--- src/hdl/smm_access_pkg.sv ---
// How it works
// - Open, closed and lock controls act only while the global enable is one.
// - Open set and lock clear make management DRAM visible without SMM decode.
// - Closed blocks data references to the compatible window; code still reaches it.
// - Closed affects only the compatible window, not high window or top segment.
// - Setting lock clears open and freezes lock, open, high, size, segment enable.
// - Lock is set by a normal write and cleared only by full reset.
// - Global enable maps 128 KB at A0000h for SMM; read-only once locked.
// - High window and top segment work only with the global enable set.
// - Base segment field is read-only, hardwired to 010, no remapping.
// - Processor compatible-window accesses failing the conditions go to the hub interface.
// - Global and high enables remap FEDA0000h-FEDBFFFFh onto A0000h-BFFFFh.
// - Non-SMM processor access to high window or top segment with open clear sets a flag.
// - The invalid-access flag stays set until software writes one to it.
// - Cacheable and both cache-enable indicators read as one, ignore writes.
// - Size code 10 selects 512 KB, code 11 selects 1 MB below usable top.
// - Top segment is reachable only from the processor, with SMM set or with open in effect.
// - Non-SMM top segment accesses go to the hub interface when enabled and open is not in effect.
// - Top segment appears only with global and segment enable; frozen by lock.
// - As management memory, the compatible window refuses hub and graphics port.
package smm_access_pkg;

    localparam logic [7:0] compat_control_off = 8'h9d;
    localparam logic [7:0] extended_control_off = 8'h9e;
    localparam logic [7:0] compat_control_reset = 8'h02;
    localparam logic [7:0] extended_control_reset = 8'h38;

    localparam int open_bit = 6;
    localparam int closed_bit = 5;
    localparam int lock_bit = 4;
    localparam int global_bit = 3;
    localparam logic [2:0] compat_base_segment = 3'h2;

    localparam int high_bit = 7;
    localparam int flag_bit = 6;
    localparam int size_hi = 2;
    localparam int size_lo = 1;
    localparam int seg_en_bit = 0;
    localparam logic [2:0] cache_indicators = 3'h7;

    localparam logic [31:0] compat_lo = 32'h000a0000;
    localparam logic [31:0] compat_hi = 32'h000bffff;
    localparam logic [31:0] high_lo = 32'hfeda0000;
    localparam logic [31:0] high_hi = 32'hfedbffff;
    localparam logic [31:0] size_512k = 32'h00080000;
    localparam logic [31:0] size_1m = 32'h00100000;
    localparam logic [1:0] size_code_512k = 2'h2;
    localparam logic [1:0] size_code_1m = 2'h3;

    typedef enum logic [1:0] {
        src_processor,
        src_hub,
        src_graphics
    } source_t;

    typedef struct packed {
        logic valid;
        logic [31:0] addr;
        source_t source;
        logic smm;
        logic code;
    } request_t;

    typedef struct packed {
        logic valid;
        logic to_dram;
        logic to_hub;
        logic denied;
        logic [31:0] dram_addr;
    } decision_t;

    typedef struct packed {
        logic open;
        logic closed;
        logic lock;
        logic global_en;
        logic high_en;
        logic [1:0] size;
        logic seg_en;
    } controls_t;

endpackage

--- src/hdl/smm_route_decoder.sv ---
`timescale 1ns/1ps
`default_nettype none
module smm_route_decoder (
    // Request and control state
    input wire smm_access_pkg::request_t i_request,
    input wire smm_access_pkg::controls_t i_controls,
    input wire logic [31:0] i_top_of_usable_dram,
    // Decision
    output var smm_access_pkg::decision_t o_decision,
    output logic o_invalid
);
    import smm_access_pkg::*;

    function automatic logic in_range(input logic [31:0] a, input logic [31:0] lo,
                                      input logic [31:0] hi);
        in_range = (a >= lo) && (a <= hi);
    endfunction

    logic [31:0] seg_size;
    logic [31:0] seg_base;
    logic hit_compat;
    logic hit_high;
    logic hit_seg;
    logic open_eff;
    logic closed_eff;
    logic compat_ok;
    logic high_on;
    logic seg_on;

    always_comb begin
        // Reserved size codes leave the segment empty.
        case (i_controls.size)
            size_code_512k: seg_size = size_512k;
            size_code_1m: seg_size = size_1m;
            default: seg_size = 32'h0;
        endcase
        seg_base = i_top_of_usable_dram - seg_size;
        // Open wins over closed so a misprogrammed pair still decides one way.
        open_eff = i_controls.global_en && i_controls.open && !i_controls.lock;
        closed_eff = i_controls.global_en && i_controls.closed && !open_eff;
        high_on = i_controls.global_en && i_controls.high_en;
        seg_on = i_controls.global_en && i_controls.seg_en && (seg_size != 32'h0);
        hit_compat = in_range(i_request.addr, compat_lo, compat_hi);
        hit_high = high_on && in_range(i_request.addr, high_lo, high_hi);
        hit_seg = seg_on && (i_request.addr >= seg_base)
            && (i_request.addr < i_top_of_usable_dram);
        compat_ok = i_request.source == src_processor && i_controls.global_en
            && (open_eff || (i_request.smm && (!closed_eff || i_request.code)));
        o_decision.valid = i_request.valid;
        o_decision.dram_addr = i_request.addr;
        o_decision.to_dram = 1'b0;
        o_decision.to_hub = 1'b0;
        o_decision.denied = 1'b0;
        o_invalid = 1'b0;
        if (hit_compat) begin
            if (compat_ok) begin
                o_decision.to_dram = 1'b1;
            end else if (i_request.source != src_processor && i_controls.global_en) begin
                o_decision.denied = 1'b1;
            end else begin
                o_decision.to_hub = 1'b1;
            end
        end else if (hit_high || hit_seg) begin
            // Closed is deliberately ignored here.
            if (i_request.source == src_processor && (i_request.smm || open_eff)) begin
                o_decision.to_dram = 1'b1;
                if (hit_high) begin
                    o_decision.dram_addr = i_request.addr - high_lo + compat_lo;
                end
            end else begin
                o_decision.to_hub = 1'b1;
            end
            o_invalid = i_request.valid && i_request.source == src_processor
                && !i_request.smm && !i_controls.open;
        end else begin
            o_decision.to_dram = 1'b1;
        end
    end

endmodule // smm_route_decoder
`default_nettype wire

--- src/hdl/smm_ram_access_control.sv ---
`timescale 1ns/1ps
`default_nettype none
module smm_ram_access_control (
    // Clock and reset
    input wire logic i_clock,
    input wire logic i_reset,
    // Configuration access
    input wire logic i_cfg_write,
    input wire logic i_cfg_read,
    input wire logic [7:0] i_cfg_offset,
    input wire logic [7:0] i_cfg_wdata,
    output logic [7:0] o_cfg_rdata,
    output logic o_cfg_rvalid,
    // Memory map inputs
    input wire logic [31:0] i_top_of_usable_dram,
    // Request and decision
    input wire smm_access_pkg::request_t i_request,
    output var smm_access_pkg::decision_t o_decision,
    output logic o_invalid_access_flag
);
    import smm_access_pkg::*;

    // ----------------------------------------------------------------
    // Control registers
    // ----------------------------------------------------------------
    controls_t ctl_q;
    logic flag_q;
    decision_t dec_d;
    logic invalid_d;
    logic wr_compat;
    logic wr_ext;
    logic [7:0] compat_view;
    logic [7:0] ext_view;
    logic lock_now;

    assign wr_compat = i_cfg_write && i_cfg_offset == compat_control_off;
    // A lock written while the global enable goes low is ignored, so it cannot freeze an off map.
    assign lock_now = i_cfg_wdata[lock_bit] && i_cfg_wdata[global_bit];
    assign wr_ext = i_cfg_write && i_cfg_offset == extended_control_off;

    always_ff @(posedge i_clock or posedge i_reset) begin
        if (i_reset) begin
            ctl_q <= '0;
        end else begin
            if (wr_compat && !ctl_q.lock) begin
                ctl_q.closed <= i_cfg_wdata[closed_bit];
                ctl_q.global_en <= i_cfg_wdata[global_bit];
                // Lock drops the open bit in the same write that sets it.
                ctl_q.open <= i_cfg_wdata[open_bit] && !lock_now;
                ctl_q.lock <= lock_now;
            end else if (wr_compat) begin
                ctl_q.closed <= i_cfg_wdata[closed_bit];
            end
            if (wr_ext && !ctl_q.lock) begin
                ctl_q.high_en <= i_cfg_wdata[high_bit];
                ctl_q.size <= i_cfg_wdata[size_hi:size_lo];
                ctl_q.seg_en <= i_cfg_wdata[seg_en_bit];
            end
        end
    end

    // ----------------------------------------------------------------
    // Invalid-access flag
    // ----------------------------------------------------------------
    // A new violation in the clearing cycle wins, so no event is lost.
    always_ff @(posedge i_clock or posedge i_reset) begin
        if (i_reset) begin
            flag_q <= 1'b0;
        end else if (invalid_d) begin
            flag_q <= 1'b1;
        end else if (wr_ext && i_cfg_wdata[flag_bit]) begin
            flag_q <= 1'b0;
        end
    end

    // ----------------------------------------------------------------
    // Read back
    // ----------------------------------------------------------------
    assign compat_view = {1'b0, ctl_q.open, ctl_q.closed, ctl_q.lock, ctl_q.global_en,
        compat_base_segment};
    assign ext_view = {ctl_q.high_en, flag_q, cache_indicators, ctl_q.size,
        ctl_q.seg_en};

    always_ff @(posedge i_clock or posedge i_reset) begin
        if (i_reset) begin
            o_cfg_rdata <= 8'h0;
            o_cfg_rvalid <= 1'b0;
        end else begin
            o_cfg_rvalid <= i_cfg_read;
            if (i_cfg_read && i_cfg_offset == compat_control_off) begin
                o_cfg_rdata <= compat_view;
            end else if (i_cfg_read && i_cfg_offset == extended_control_off) begin
                o_cfg_rdata <= ext_view;
            end else begin
                o_cfg_rdata <= 8'h0;
            end
        end
    end

    // ----------------------------------------------------------------
    // Routing
    // ----------------------------------------------------------------
    smm_route_decoder route (
        .i_request(i_request),
        .i_controls(ctl_q),
        .i_top_of_usable_dram(i_top_of_usable_dram),
        .o_decision(dec_d),
        .o_invalid(invalid_d)
    );

    always_ff @(posedge i_clock or posedge i_reset) begin
        if (i_reset) begin
            o_decision <= '0;
        end else begin
            o_decision <= dec_d;
        end
    end

    assign o_invalid_access_flag = flag_q;

    // ----------------------------------------------------------------
    // Checks
    // ----------------------------------------------------------------
    // The checks decode the request a second time, apart from the decoder instance.
    function automatic logic in_window(input logic [31:0] a, input logic [31:0] lo,
                                       input logic [31:0] hi);
        in_window = (a >= lo) && (a <= hi);
    endfunction

    function automatic logic [31:0] seg_span(input logic [1:0] code);
        case (code)
            size_code_512k: seg_span = size_512k;
            size_code_1m: seg_span = size_1m;
            default: seg_span = 32'h0;
        endcase
    endfunction

    logic req_proc;
    logic req_compat;
    logic req_high;
    logic req_seg;
    logic open_on;
    logic [31:0] seg_floor;

    assign seg_floor = i_top_of_usable_dram - seg_span(ctl_q.size);
    assign req_proc = i_request.valid && i_request.source == src_processor;
    assign req_compat = i_request.valid && in_window(i_request.addr, compat_lo, compat_hi);
    assign req_high = i_request.valid && in_window(i_request.addr, high_lo, high_hi);
    assign req_seg = i_request.valid && seg_span(ctl_q.size) != 32'h0
        && i_request.addr >= seg_floor && i_request.addr < i_top_of_usable_dram;
    assign open_on = ctl_q.global_en && ctl_q.open && !ctl_q.lock;

    chk_lock_sticky: assert property (@(posedge i_clock) disable iff (i_reset)
        ctl_q.lock |=> ctl_q.lock) else $error("lock bit cleared without reset");
    chk_lock_clears_open: assert property (@(posedge i_clock) disable iff (i_reset)
        ctl_q.lock |-> !ctl_q.open) else $error("open bit set while locked");
    chk_lock_freezes: assert property (@(posedge i_clock) disable iff (i_reset)
        ctl_q.lock |=> $stable(ctl_q.seg_en) && $stable(ctl_q.size) && $stable(ctl_q.high_en)
        && $stable(ctl_q.global_en)) else $error("locked field changed");
    chk_flag_holds: assert property (@(posedge i_clock) disable iff (i_reset)
        flag_q && !(wr_ext && i_cfg_wdata[flag_bit]) |=> flag_q)
        else $error("flag dropped without a clear");
    chk_flag_sets: assert property (@(posedge i_clock) disable iff (i_reset)
        invalid_d |=> flag_q) else $error("violation not flagged");
    chk_compat_read: assert property (@(posedge i_clock) disable iff (i_reset)
        i_cfg_read && i_cfg_offset == compat_control_off |=> o_cfg_rdata[2:0] == 3'h2)
        else $error("base segment not 010");
    chk_cache_read: assert property (@(posedge i_clock) disable iff (i_reset)
        i_cfg_read && i_cfg_offset == extended_control_off |=> o_cfg_rdata[5:3] == 3'h7)
        else $error("cache indicators not one");
    chk_global_gate: assert property (@(posedge i_clock) disable iff (i_reset)
        i_request.valid && !ctl_q.global_en && i_request.addr >= compat_lo
        && i_request.addr <= compat_hi |=> o_decision.to_hub)
        else $error("compatible window reached DRAM while disabled");
    chk_lock_gated: assert property (@(posedge i_clock) disable iff (i_reset)
        wr_compat && !ctl_q.lock && !i_cfg_wdata[global_bit] |=> !ctl_q.lock)
        else $error("lock took effect with the global enable low");
    chk_lock_set: assert property (@(posedge i_clock) disable iff (i_reset)
        wr_compat && !ctl_q.lock && i_cfg_wdata[lock_bit] && i_cfg_wdata[global_bit]
        |=> ctl_q.lock && !ctl_q.open)
        else $error("locking write did not lock or left open set");
    chk_open_reaches: assert property (@(posedge i_clock) disable iff (i_reset)
        req_compat && req_proc && open_on |=> o_decision.to_dram)
        else $error("open window did not reach DRAM");
    chk_open_wins: assert property (@(posedge i_clock) disable iff (i_reset)
        req_compat && req_proc && open_on && ctl_q.closed |=> o_decision.to_dram)
        else $error("closed won over open");
    chk_closed_data: assert property (@(posedge i_clock) disable iff (i_reset)
        req_compat && req_proc && ctl_q.global_en && ctl_q.closed && !open_on
        && i_request.smm && !i_request.code |=> o_decision.to_hub)
        else $error("closed window let a data reference through");
    chk_closed_code: assert property (@(posedge i_clock) disable iff (i_reset)
        req_compat && req_proc && ctl_q.global_en && ctl_q.closed && !open_on
        && i_request.smm && i_request.code |=> o_decision.to_dram)
        else $error("closed window refused a code reference");
    chk_smm_compat: assert property (@(posedge i_clock) disable iff (i_reset)
        req_compat && req_proc && ctl_q.global_en && !ctl_q.closed && i_request.smm
        |=> o_decision.to_dram)
        else $error("management access missed DRAM");
    chk_compat_forward: assert property (@(posedge i_clock) disable iff (i_reset)
        req_compat && req_proc && !i_request.smm && !open_on |=> o_decision.to_hub)
        else $error("plain access did not go to the hub interface");
    chk_compat_denied: assert property (@(posedge i_clock) disable iff (i_reset)
        req_compat && !req_proc && ctl_q.global_en
        |=> o_decision.denied && !o_decision.to_dram)
        else $error("hub or graphics access reached management memory");
    chk_high_remap: assert property (@(posedge i_clock) disable iff (i_reset)
        req_high && req_proc && i_request.smm && ctl_q.global_en && ctl_q.high_en
        |=> o_decision.to_dram
        && o_decision.dram_addr == $past(i_request.addr) - high_lo + compat_lo)
        else $error("high window not remapped");
    chk_closed_ignored: assert property (@(posedge i_clock) disable iff (i_reset)
        req_high && req_proc && i_request.smm && ctl_q.global_en && ctl_q.high_en
        && ctl_q.closed |=> o_decision.to_dram)
        else $error("closed bit changed the high window");
    chk_high_gate: assert property (@(posedge i_clock) disable iff (i_reset)
        req_high && !(ctl_q.global_en && ctl_q.high_en)
        |=> o_decision.dram_addr == $past(i_request.addr))
        else $error("high window remapped while disabled");
    chk_seg_smm: assert property (@(posedge i_clock) disable iff (i_reset)
        req_seg && req_proc && i_request.smm && ctl_q.global_en && ctl_q.seg_en
        && !req_compat |=> o_decision.to_dram)
        else $error("management access missed the top segment");
    chk_seg_forward: assert property (@(posedge i_clock) disable iff (i_reset)
        req_seg && ctl_q.global_en && ctl_q.seg_en && !req_compat && !i_request.smm
        && !open_on |=> o_decision.to_hub)
        else $error("plain access reached the top segment");
    chk_seg_gate: assert property (@(posedge i_clock) disable iff (i_reset)
        req_seg && !(ctl_q.global_en && ctl_q.seg_en) && !req_compat && !req_high
        |=> o_decision.to_dram)
        else $error("disabled top segment still claimed the access");
    chk_flag_event: assert property (@(posedge i_clock) disable iff (i_reset)
        req_proc && !i_request.smm && !ctl_q.open && !req_compat && ctl_q.global_en
        && ((req_high && ctl_q.high_en) || (req_seg && ctl_q.seg_en)) |=> flag_q)
        else $error("invalid access not flagged");
    chk_flag_clear: assert property (@(posedge i_clock) disable iff (i_reset)
        wr_ext && i_cfg_wdata[flag_bit] && !invalid_d |=> !flag_q)
        else $error("flag survived a clearing write");

endmodule // smm_ram_access_control
`default_nettype wire

--- config.mk ---
export PLATFORM = sky130hd
export DESIGN_NAME = smm_ram_access_control
export DESIGN_NICKNAME = d
export VERILOG_FILES = /design/src/hdl/smm_access_pkg.sv /design/src/hdl/smm_route_decoder.sv /design/src/hdl/smm_ram_access_control.sv
export SDC_FILE = /design/constraint.sdc
export NUM_CORES = 1
export LEC_CHECK = 0
export BUFFER_PORTS_ARGS = -buffer_cell sky130_fd_sc_hd__buf_2
export CORE_MARGIN = 4
export CORE_UTILIZATION = 45
export DETAILED_ROUTE_END_ITERATION = 8
export PLACE_DENSITY = 0.77
export RECOVER_POWER = 100
export REMOVE_ABC_BUFFERS = 1
export SLEW_MARGIN = 20
export SYNTH_ARGS = -nofsm -noshare
export SYNTH_HDL_FRONTEND = slang
export SYNTH_HIERARCHICAL = 1
export SYNTH_SLANG_ARGS = --single-unit
export TNS_END_PERCENT = 5
--- constraint.sdc ---
create_clock -name i_clock -period 3.11 [get_ports i_clock]
set_input_delay 0.311 -clock i_clock [delete_from_list [all_inputs] [get_ports i_clock]]
set_output_delay 0.311 -clock i_clock [all_outputs]
set_load 0.005 [all_outputs]
Word level (Yosys, flattened, before mapping)
Index checks and enable logic that the tools add are counted.
Widths: inputs -> output; s select.
- register bits: 54
- input port bits: 89
- output and inout port bits: 46
- word-level logic and storage cells: 95
- add/sub/neg operators: 3
- order comparisons: 6
- equality and inequality tests: 4
- mux-type cells: 23
- reduce and logical (&&, ||, !) cells: 44
- operators by type and width (cell ; number):
    $mux 32 ; 4
    $pmux 21 s2 ; 1
    $add 32x20->32 const B ; 1
    $ge 32x20->1 const B ; 1
    $ge 32x32->1 ; 1
    $ge 32x32->1 const B ; 1
    $le 32x20->1 const B ; 1
    $le 32x32->1 const B ; 1
    $lt 32x32->1 ; 1
    $reduce_bool 32->1 ; 1
    $sub 32x32->32 ; 1
    $sub 32x32->32 const B ; 1
    $logic_and 1x1->1 ; 29
    $eq 8x8->1 const B ; 2
    $mux 8 ; 2
    $mux 1 ; 14
    $logic_not 1->1 ; 6
    $reduce_bool 2->1 ; 3
    $eq 2x2->1 const B ; 2
    $logic_or 1x1->1 ; 4
    $mux 2 ; 2
    $logic_not 2->1 ; 1

Depth between registers and ports, before layout
Gate-level depths: netlist of the first run.
- depth after elaboration: 11
- mapped depth: 17
- mapped depth without buffers: 17

Hierarchy
Netlist of the first run, hierarchy kept.
- modules (own cells, without submodules) (module ; times used ; cells each ; area each (sq um)):
    smm_route_decoder ; 1 ; 283 ; 1990.7
    smm_ram_access_control ; 1 ; 95 ; 1677.9

Least setup slack after synthesis of the first run
OpenSTA, ideal clock, no wires.
- kind: flip-flop to flip-flop
- start point: reg ctl_q[2] in the netlist's numbering
- end point: reg flag_q (netlist: o_invalid_access_flag)
- arrival time: 3.271 ns
- slack: -0.290 ns
- cell stages (with the launch flop): 18
- buffers on the path: 0
- period minus slack after synthesis: 3.400 ns
- path through: dfrtp_1 nor2b_1 ha_1 inv_2 fa_1 nor3_1 nand2_1 nor2_1 xnor2_1 ha_1 a21oi_1 o21ai_1 a2111oi_0 a21oi_1 a211oi_1 o32a_1 nor2_1 nand2b_1
- cells in the longest elaborated chain, start to end: 10
- ends and longest elaborated chain (item ; RTL line ; RTL):
    from (decl) ; smm_ram_access_control.sv:26 ; controls_t ctl_q;
    $eq 2x2->1 ; smm_route_decoder.sv:32 ; case (i_controls.size)
    $pmux 21 s2 * ; smm_route_decoder.sv:32 ;
    $sub 32x32->32 / $reduce_bool 32->1 (equally long branches) ; - ;
    $ge 32x32->1 / $logic_and 1x1->1 (equally long branches) ; - ;
    $logic_and 1x1->1 * ; smm_route_decoder.sv:45 ; hit_seg = seg_on && (i_request.addr >= seg_base)
    $logic_and 1x1->1 * ; smm_route_decoder.sv:46 ; && (i_request.addr < i_top_of_usable_dram);
    $logic_or 1x1->1 * ; smm_route_decoder.sv:63 ; end else if (hit_high || hit_seg) begin
    $mux 1 * ; smm_route_decoder.sv:63 ;
    $mux 1 * ; smm_route_decoder.sv:55 ; if (hit_compat) begin
    net invalid_d ; smm_ram_access_control.sv:29 ; logic invalid_d;
    $mux 1 / $reduce_bool 2->1 (equally long branches) ; - ;
    to (signal assigned) ; smm_ram_access_control.sv:68 ; flag_q <= 1'b0;
    to (signal assigned) ; smm_ram_access_control.sv:70 ; flag_q <= 1'b1;
    to (signal assigned) ; smm_ram_access_control.sv:72 ; flag_q <= 1'b0;
    to (decl) ; smm_ram_access_control.sv:27 ; logic flag_q;
Mark *: on every way through the listed nets, which the timed path passes. The rest lies on a longest branch.
A chain may end at the register's enable or synchronous reset.

==> reports/results.txt, run 1 <==
The clock network power share came out at 0.309. Setup repair after global routing could not meet its margin everywhere. The final number of hold-violating endpoints came out at 0. The initial standard-cell utilization of the core was 0.470; the relative max-transition margin was -0.525.

Yosys mapped a number of flops with a built-in enable equal to 0. The tools report the maximum ir drop on the vdd rail as 0.000170 V. On the critical path the largest part of the delay comes from compound AO/OA/AOI/OAI gates.

Pin placement for this block handled 135 I/O pins. For this run, design rule violations remaining after detail routing come to 0. The synthesized netlist occupies a cell area of 0.00367 sq mm. The clock edge transition at the registers on the reported setup and hold paths came out at 0.10 ns.

Max-cap check violation count: 1. For the post-detailed-routing wire length, the log shows 10,200 um. Routability congestion estimate: 0.836. The critical path goes through nor2b_1, ha_2, inv_2, buf_4, a21o_1, or4_4, nor3_4, xnor2_1, ha_1, nand2_1, o21ai_2, o21ai_0, a21oi_1, a211oi_2, o32a_1, a21bo_1. The worst register-to-register path has a setup slack of -0.23 ns. The worst setup slack after placement was -0.493 ns. The startpoint identified for the worst register-to-register timing path is ctl_q[1]. The net count of the finished layout is 646.

The final route contains 3,350 vias. Dividing the synthesized area by the synthesized cell count gives 9.71 sq um. The count of standard-cell rows was 32; the area occupied by multi-input gates was 0.00205 sq mm. Dividing total power by cell area gives a power density of 346 mW/mm^2. Total routing usage reported by global routing: 0.207.

Of all nets on the critical path, the largest fanout is 3. Number of antenna violations at the first check in global routing: 0. After synthesis, the netlist uses 53 different library cells. In this run the remaining antenna-violating nets after routing total 0.

Clock skew on the completed layout was measured at 0.0124 ns. STA puts the critical path data arrival time at 3.54 ns. The largest single stage delay on the critical path is 0.45 ns.

For this design, the sink count on the clock tree is 54. The run gives 0 as the number of diodes. The synthesized design spends more area on one cell type than any other, namely sky130_fd_sc_hd__dfrtp_1. Buffers inserted to repair hold after CTS numbered 0. The number of synthesized register bits was 54; the setup-violating endpoint count in the final report was 3. At the worst endpoint, the required time is 3.31 ns.

The number of buffers and inverters on the critical path is 2. Switching part of the total: 0.284. The first TritonRoute pass finished after 4 iterations. Yosys printed 6 warnings.

The clock period minus worst slack came out at 3.34 ns. Timing would allow up to 299 MHz. Number of buffer cells added on primary ports: 134.

The kind of critical path was flop to flop. The clock buffer count from CTS was 5. The count of placed standard cells in the final layout, fillers left out was 609. Worst min-delay path startpoint: i_cfg_read.

For this run, the leading register cell type out of synthesis is sky130_fd_sc_hd__dfrtp_1. The run finished, with violations left. The fraction of layout instances using a drive strength above 1 works out to 0.254.

The area growth from synthesis to layout is 22.2%. The detailed-route vias per instance is 5.50, and the maximum number of pins on one net before global-route repair is 55. The number of placed instances, taps included was 599.

The placed wire-length estimate after detailed placement is 8480 um, and the leakage power figure is 2.20 nW. The worst reg-to-reg path cell count is 16. The count of filler cells inserted in the layout is 726, and the die area is 0.00966 sq mm. The tools report the share of total power in sequential cells as 0.476.

For this design, the slowest cell found on the critical path is sky130_fd_sc_hd__or4_4. The wire length per cell after detailed routing was 16.8 um; the proportion of power drawn by combinational gates was 0.215. Final global-route overflow total: 0.

The tools report the design internal power as 1.11 mW. Clock latency on the worst-skew pair: 0.32 ns. The portion of synthesized cell area occupied by the leading cell type works out to 0.368.

The tools report the worst hold margin as 0.107 ns. The tools report the sequential share of the synthesized area as 0.368. In this run the vertical extent of the chip is 98.3 um.

Core outline area: 0.00781 sq mm. The tools report the type of element capturing the critical path as a flop. The class of the most critical hold timing path is input port to flop. The path with the worst hold slack has its endpoint at o_cfg_rvalid.

The tree is rooted in a sky130_fd_sc_hd__clkbuf_8. Global-route wire length before repair: 16,200 um. The final reports fail on capacitance limit, slew limit, setup timing. Switching power: 0.441 mW. For the pin with the worst max-slew slack, the measured transition is 2.27 ns.

In this run the critical register-to-register path is captured at o_decision[34]. The H-tree was split into 2 levels. Ranked by total cell area, the synthesized netlist is headed by sky130_fd_sc_hd__dfrtp_1 37%, sky130_fd_sc_hd__ha_1 17%, sky130_fd_sc_hd__buf_4 4.3%, sky130_fd_sc_hd__inv_1 3.9%, sky130_fd_sc_hd__a21oi_1 3.8%. The run gives 219 as the initial detailed-routing violation count. For the maximum number of buffers from clock root to sink, the log shows 2. The number of slew-limit violations in the final report came out at 55. Measured along the x axis, the die boundary spans 98.3 um. The async set-reset flop share out of synthesis is 1.00.

Post-route worst setup slack: -0.232 ns. The sequential cells in the finished layout cover a total of 0.00135 sq mm. The design draws 1.55 mW. TritonCTS built the clock tree. The tools report the kind of start point of the critical path as a flop.

The hold path depth came out at 1. For the number of global-route vias before repair, the log shows 3,367. Post-route fraction of the period consumed by the critical path: 1.07. After technology mapping, the gate count stands at 378.
## worst max path at each step
stage / from / end / cells after the start / slack, ns
after detailed placement: ctl_q[1] / o_invalid_access_flag / 17 / -0.49
final: ctl_q[1] / o_decision[34] / 16 / -0.23
after CTS: ctl_q[1] / o_invalid_access_flag / 17 / -0.16
after floorplan: ctl_q[2] / o_invalid_access_flag / 17 / -0.29
after global placement: ctl_q[1] / o_invalid_access_flag / 17 / -0.36
after global routing: ctl_q[1] / o_invalid_access_flag / 17 / -0.40
## power groups by stage
| stage | Combinational, mW | Sequential (mW) | Clock [mW] |
|---|---|---|---|
| 2_1_floorplan | 0.157 | 0.755 | 0 |
| 3_3_place_gp | 0.312 | 0.752 | 0 |
| 3_5_place_dp | 0.328 | 0.753 | 0 |
| 4_1_cts | 0.340 | 0.739 | 0.485 |
| 5_1_grt | 0.376 | 0.742 | 0.512 |
| 6_report | 0.334 | 0.739 | 0.479 |
## worst register-to-register path: cells and delay by family, from the launching register on
| kind | cells | cell delay, ns |
|---|---|---|
| AOI/OAI and AO/OA | 7 | 1.22 |
| and+or+nand+nor | 4 | 0.87 |
| buffers and inverters | 2 | 0.16 |
| DFF | 1 | 0.39 |
| adders and majority gates | 2 | 0.50 |
| xor gates and xnor gates | 1 | 0.11 |
## area by class of cell
| cell class | count | area share |
|---|---|---|
| Sequential cell | 54 | 0.302 |
| Timing Repair Buffer | 144 | 0.153 |
| Inverter | 39 | 0.0329 |
| Clock buffer | 5 | 0.0154 |
| Clock inverter | 3 | 0.0101 |
| Multi-Input combinational cell | 262 | 0.458 |
| Tap cell | 102 | 0.0285 |
## layer usage
layer  vias up  track usage  part of all wire
li1       1592            -                 -
met1      1594        0.260              0.42
met2       140        0.358              0.48
met3        24       0.0314             0.074
met4         0       0.0777             0.026
met5         -            0                 0
## synth_stat cells (3+ instances only)
| master | count |
|---|---|
| sky130_fd_sc_hd__xnor2_1 | 11 |
| sky130_fd_sc_hd__o21ai_0 | 9 |
| sky130_fd_sc_hd__nor3_1 | 9 |
| sky130_fd_sc_hd__and2_1 | 7 |
| sky130_fd_sc_hd__nor2_1 | 22 |
| sky130_fd_sc_hd__and4_1 | 5 |
| sky130_fd_sc_hd__o21ai_1 | 4 |
| sky130_fd_sc_hd__inv_1 | 38 |
| sky130_fd_sc_hd__nor4_1 | 10 |
| sky130_fd_sc_hd__nor2b_1 | 10 |
| sky130_fd_sc_hd__nand4_1 | 11 |
| sky130_fd_sc_hd__buf_4 | 21 |
| sky130_fd_sc_hd__nand2b_1 | 4 |
| sky130_fd_sc_hd__mux2_2 | 3 |
| sky130_fd_sc_hd__nand3_1 | 14 |
| sky130_fd_sc_hd__a21o_1 | 5 |
| sky130_fd_sc_hd__mux2_4 | 4 |
| sky130_fd_sc_hd__dfrtp_1 | 54 |
| sky130_fd_sc_hd__nand2_1 | 15 |
| sky130_fd_sc_hd__a21oi_1 | 28 |
| sky130_fd_sc_hd__ha_1 | 50 |
| sky130_fd_sc_hd__and3_1 | 6 |
## cells in the final DEF, fill, tap and decap left out, types with 10 or more instances in the layout
cell / synthesis / routed
sky130_fd_sc_hd__ha_1: 50 / 49
sky130_fd_sc_hd__clkbuf_1: 1 / 47
sky130_fd_sc_hd__a21oi_1: 28 / 28
sky130_fd_sc_hd__nor2_1: 22 / 22
sky130_fd_sc_hd__nor2b_1: 10 / 10
sky130_fd_sc_hd__buf_4: 21 / 10
sky130_fd_sc_hd__nand3_1: 14 / 14
sky130_fd_sc_hd__dfrtp_1: 54 / 54
sky130_fd_sc_hd__buf_2: 0 / 87
sky130_fd_sc_hd__nand4_1: 11 / 11
sky130_fd_sc_hd__nand2_1: 15 / 13
sky130_fd_sc_hd__xnor2_1: 11 / 11
sky130_fd_sc_hd__inv_1: 38 / 37
## flip-flops by register name, summed over array words and instances, names as in the netlist
name	cells
o_cfg_rdata	8
ctl_q	4
o_invalid_access_flag	1
o_decision	36
o_cfg_rvalid	1
compat_view	4
## repair_timing
item	CTS	global route
setup endpoints to repair	3	3
setup buffers	2	0
pin swaps	15	3
gates resized for setup	12	5
## metrics by stage
step	util	cell area (sq um)	TNS, ns
floorplan	-	3500	-0.652
global placement	0.558	4350	-0.939
detailed placement	0.558	4350	-1.31
CTS	0.581	4530	-0.365
global route	0.574	4480	-1.15
finish	0.574	4480	-0.609
## kinds of logic after synthesis
logic type	synth area share
AOI/OAI and AO/OA	0.116
xor gates and xnor gates	0.0286
adders and majority gates	0.176
buffers and inverters	0.0870
DFF	0.368
muxes	0.0256
and+or+nand+nor	0.198
(Power assumes the default switching activity.)
==> inputs of run 2 (changes only) <==
--- a/config.mk
+++ b/config.mk
@@ -7,7 +7,7 @@
 export LEC_CHECK = 0
 export BUFFER_PORTS_ARGS = -buffer_cell sky130_fd_sc_hd__buf_2
 export CORE_MARGIN = 4
-export CORE_UTILIZATION = 45
+export CORE_UTILIZATION = 44
 export DETAILED_ROUTE_END_ITERATION = 8
 export PLACE_DENSITY = 0.77
 export RECOVER_POWER = 100
@@ -15,6 +15,5 @@
 export SLEW_MARGIN = 20
 export SYNTH_ARGS = -nofsm -noshare
 export SYNTH_HDL_FRONTEND = slang
-export SYNTH_HIERARCHICAL = 1
 export SYNTH_SLANG_ARGS = --single-unit
 export TNS_END_PERCENT = 5
==> run 2 against run 1 <==
The flow finishes with violations (setup timing). Maximum frequency fell by 5.3%. Core utilization is 2.2 points higher. Global-route usage down 0.60 points. Count of clock-buffer cells in the layout grew 2. Synthesized cell count fell by 15%. Worst hold slack better by 0.024 ns. Area after synthesis fell by 10%. Clock skew is 0.0054 ns lower.
==> reports/results.txt, run 2 <==
The antenna violation net count after detailed routing is 0 (unchanged). The register area came out at 0.00135 sq mm (unchanged). For the area occupied by multi-input gates, the log shows 0.00184 sq mm (-10%).

The portion of synthesized cell area occupied by the leading cell type was 0.410 (+0.0415). Fraction of layout instances using a drive strength above 1: 0.295 (+0.0404). The largest registers in the layout are o_decision (36), o_cfg_rdata (8). The tools report the maximum number of buffers from clock root to sink as 2 (unchanged). The library cell used most frequently in the layout, excluding fill and tap cells, is sky130_fd_sc_hd__buf_2.

The register with the most flip-flops is o_decision. For the deepest level of the CTS H-tree, the log shows 2 (unchanged). The boundary pin count was 135 (unchanged); the number of warnings reported in the yosys synthesis log was 0 (-6).

The most common cell in the synthesized netlist is sky130_fd_sc_hd__dfrtp_1. The data required time at the worst endpoint was 3.32 ns (about the same); the instance area at placement was 0.00420 sq mm (-3.6%). The post-route fraction of the period consumed by the critical path is 1.13 (+0.0599). The core outline area was 0.00725 sq mm (-7.1%).

Clock buffer count from CTS: 5 (unchanged). The number of buffer cells added on primary ports is 134 (unchanged). For the netlist area before placement, the log shows 0.00330 sq mm (-10%). The maximum net fanout on the critical path came out at 3 (unchanged). The synthesis-to-layout area growth is 31.1%.

The kind of critical path was flop to flop. The tools report the routability congestion estimate as 0.925 (+11%). For the initial standard-cell utilization of the core, the log shows 0.455 (-0.0153).

Setup repair after global routing could not meet its margin everywhere. The final global-route overflow total came out at 0 (unchanged). The max-cap check violation count was 0 (-1). The register-to-register setup slack was -0.42 ns (-0.19 ns); the height of the die was 94.6 um (-3.8%).

Tracing the worst setup path back leads to its startpoint at ctl_q[1]. For the total routing usage reported by global routing, the log shows 0.201 (-0.00605). TritonCTS built the clock tree. Setup-violating endpoint count in the final report: 3 (unchanged).

The leakage power figure came out at 2.19 nW (-0.24%). For the post-route worst setup slack, the log shows -0.418 ns (-0.186 ns). The final clock skew is 0.00696 ns (-0.00545 ns).

The number of diodes is 0 (unchanged). Biggest area consumer among synthesized cells: sky130_fd_sc_hd__dfrtp_1. The worst hold margin was 0.130 ns (+0.0237 ns). Cell area power density: 333 mW/mm^2 (-3.8%). The number of antenna violations at the first check in global routing is 0 (unchanged). The number of standard cells after synthesis is 323 (-15%).

The class of the most critical hold timing path is input port to flop. The wire length per cell after detailed routing was 15.6 um (-7.1%). The kind of start point of the critical path was a flop. The number of slew-limit violations in the final report was 0 (-100%); the number of global-route vias before repair was 3,093 (-8.1%).

By count the netlist is led by 54 x sky130_fd_sc_hd__dfrtp_1, 49 x sky130_fd_sc_hd__ha_1, 40 x sky130_fd_sc_hd__inv_1. The relative max-transition margin was 0.123 (+0.648); the number of iterations in the first detailed-routing pass was 4 (unchanged). The global-route wire length before repair came out at 14,200 um (-13%).

The tools report the initial detailed-routing violation count as 78 (-64%). The number of flip-flops in the largest register is 36 (unchanged), and the placed wire-length estimate after detailed placement is 7380 um (-13%). The logs give 0.596 (+0.0218) for the utilization of the core after routing and 0.29 ns (-0.03 ns) for the clock latency on the worst-skew pair. The logs give 54 (unchanged) for the number of clock sinks and 9100 um (-11%) for the post-detailed-routing wire length.

The final reports fail on setup timing. The sequential share of the synthesized area came out at 0.410 (+0.0415). The number of synthesized register bits is 54 (unchanged). The flow ran to the end, but the final reports show violations.

Number of nets in the layout: 623 (-3.6%). The total non-filler cell area in the finished layout is 0.00432 sq mm (-3.6%). The maximum ir drop on the vdd rail is 0.000190 V (+12%). The final number of hold-violating endpoints was 0 (unchanged); the detailed-route vias per instance was 5.16 (-6.1%). The tools report the count of standard-cell rows as 31 (-3.1%). For the number of design rule violations left after detail routing, the log shows 0 (unchanged).

Width of the die: 94.6 um (-3.8%). Worst min-delay path startpoint: i_cfg_read. The tools report the data arrival time at the worst-slack endpoint as 3.74 ns (+0.20 ns). The CTS root buffer was sky130_fd_sc_hd__clkbuf_8. The logs give 38 (-31%) for the maximum number of pins on one net before global-route repair and 50 (-5.7%) for the count of unique library cells instantiated by Yosys.

Clock period minus worst slack: 3.53 ns (+0.186 ns). Die area: 0.00894 sq mm (-7.4%). Type of element capturing the critical path: a flop.

Yosys attributes the largest share of cell area to sky130_fd_sc_hd__dfrtp_1 41%, sky130_fd_sc_hd__ha_1 19%, sky130_fd_sc_hd__inv_1 4.6%, sky130_fd_sc_hd__a21oi_1 3.0%, sky130_fd_sc_hd__xnor2_1 2.9%. The async set-reset flop share out of synthesis works out to 1.00 (unchanged). The via total after detailed routing is 3,015 (-10%).

The achievable clock frequency is 283 MHz (-5.3%). Worst setup slack after placement: -0.678 ns (-0.184 ns). The count of filler cells inserted in the layout is 678 (-6.6%), and the synthesized area divided by synthesized cell count is 10.2 sq um (+5.2%). The worst-margin pin slew was 1.31 ns (-0.961 ns); the final sum of negative setup slack was -1.15 ns (-0.545 ns). The number of enable flip-flop cells after synthesis was 0 (unchanged).

Among all flip-flop cells after synthesis, the most frequent one is sky130_fd_sc_hd__dfrtp_1. In the layout the commonest cells are 90 x sky130_fd_sc_hd__buf_2, 54 x sky130_fd_sc_hd__dfrtp_1, 49 x sky130_fd_sc_hd__ha_1. The clock edge transition at the registers on the reported setup and hold paths was 0.09 ns (about the same).

The origin of the critical flop-to-flop path is ctl_q[1].
-- run 2: cell types whose count changed after synthesis, sizes merged, moves of 6 or more --
cell / delta
buf: -22
nand2: +6
nor2: -9
a21oi: -8
nand3: -7
-- run 2: repair_timing --
item / CTS / global route
pin swaps: 9 / 1
hold buffers: 0 / 0
buffers inserted: 6 / 0
setup endpoints to repair: 3 / 3
gates resized for setup: 7 / 4
-- run 2: path summary, 6_finish.rpt --
check / endpoint / depth (start not counted)
max in group asynchronous: o_decision[14] / 3
min in group asynchronous: o_decision[22] / 2
setup / recovery: o_decision[33] / 17
hold / removal: o_cfg_rvalid / 1
hold reg to reg: o_cfg_rdata[5] / 1
setup reg to reg: o_decision[33] / 17
-- run 2: metrics by stage --
stage | power (mW) | std cells
3_3_place_gp | 1.05 | 570
4_1_cts | 1.46 | 584
3_5_place_dp | 1.06 | 570
6_report | 1.44 | 584
2_1_floorplan | 0.904 | 323
5_1_grt | 1.53 | 584
-- run 2: per-layer routing --
metal	vias up	track usage	part of all wire
met1	1414	0.260	0.42
met5	-	0	0
met3	16	0.0247	0.062
met2	109	0.348	0.50
li1	1476	-	-
met4	0	0.0673	0.019
-- run 2: cell type report --
| class | instances | share of cell area |
|---|---|---|
| Clock inverter | 1 | 0.00116 |
| Inverter | 40 | 0.0347 |
| Multi-Input combinational cell | 229 | 0.426 |
| Tap cell | 99 | 0.0287 |
| Timing Repair Buffer | 154 | 0.176 |
| Clock buffer | 7 | 0.0200 |
| Sequential cell | 54 | 0.313 |
-- run 2: critical path: stages, from the launching register on --
cell and delay [ns]:
sky130_fd_sc_hd__dfrtp_1 0.40, sky130_fd_sc_hd__nor2b_2 0.16, sky130_fd_sc_hd__ha_1 0.17, sky130_fd_sc_hd__inv_1 0.07, sky130_fd_sc_hd__fa_2 0.38, sky130_fd_sc_hd__nor3_4 0.19, sky130_fd_sc_hd__nand3_2 0.14, sky130_fd_sc_hd__buf_4 0.17
sky130_fd_sc_hd__nor2_2 0.13, sky130_fd_sc_hd__xnor2_1 0.09, sky130_fd_sc_hd__ha_1 0.32, sky130_fd_sc_hd__nand4_1 0.13, sky130_fd_sc_hd__nor4_2 0.31, sky130_fd_sc_hd__and3_1 0.21, sky130_fd_sc_hd__o31ai_1 0.08, sky130_fd_sc_hd__a31oi_1 0.18
sky130_fd_sc_hd__a21boi_2 0.11, sky130_fd_sc_hd__a211oi_2 0.22
-- run 2: cells by family (layout without fill, tap and decap cells) --
| group | count (synthesis) | count (layout) | synth area share |
|---|---|---|---|
| adders and majority gates | 50 | 50 | 0.192 |
| xor gates and xnor gates | 12 | 12 | 0.0319 |
| DFF | 54 | 54 | 0.410 |
| muxes | 7 | 7 | 0.0235 |
| buffers and inverters | 40 | 202 | 0.0455 |
| AOI/OAI and AO/OA | 60 | 60 | 0.128 |
| and+or+nand+nor | 100 | 100 | 0.170 |
-- run 2: where the power goes --
group / total (mW) / internal [mW] / switching (mW) / leakage [nW]
combinational: 0.312 / 0.139 / 0.173 / 1.47
clock: 0.390 / 0.180 / 0.210 / 0.0482
sequential: 0.738 / 0.728 / 0.0100 / 0.669
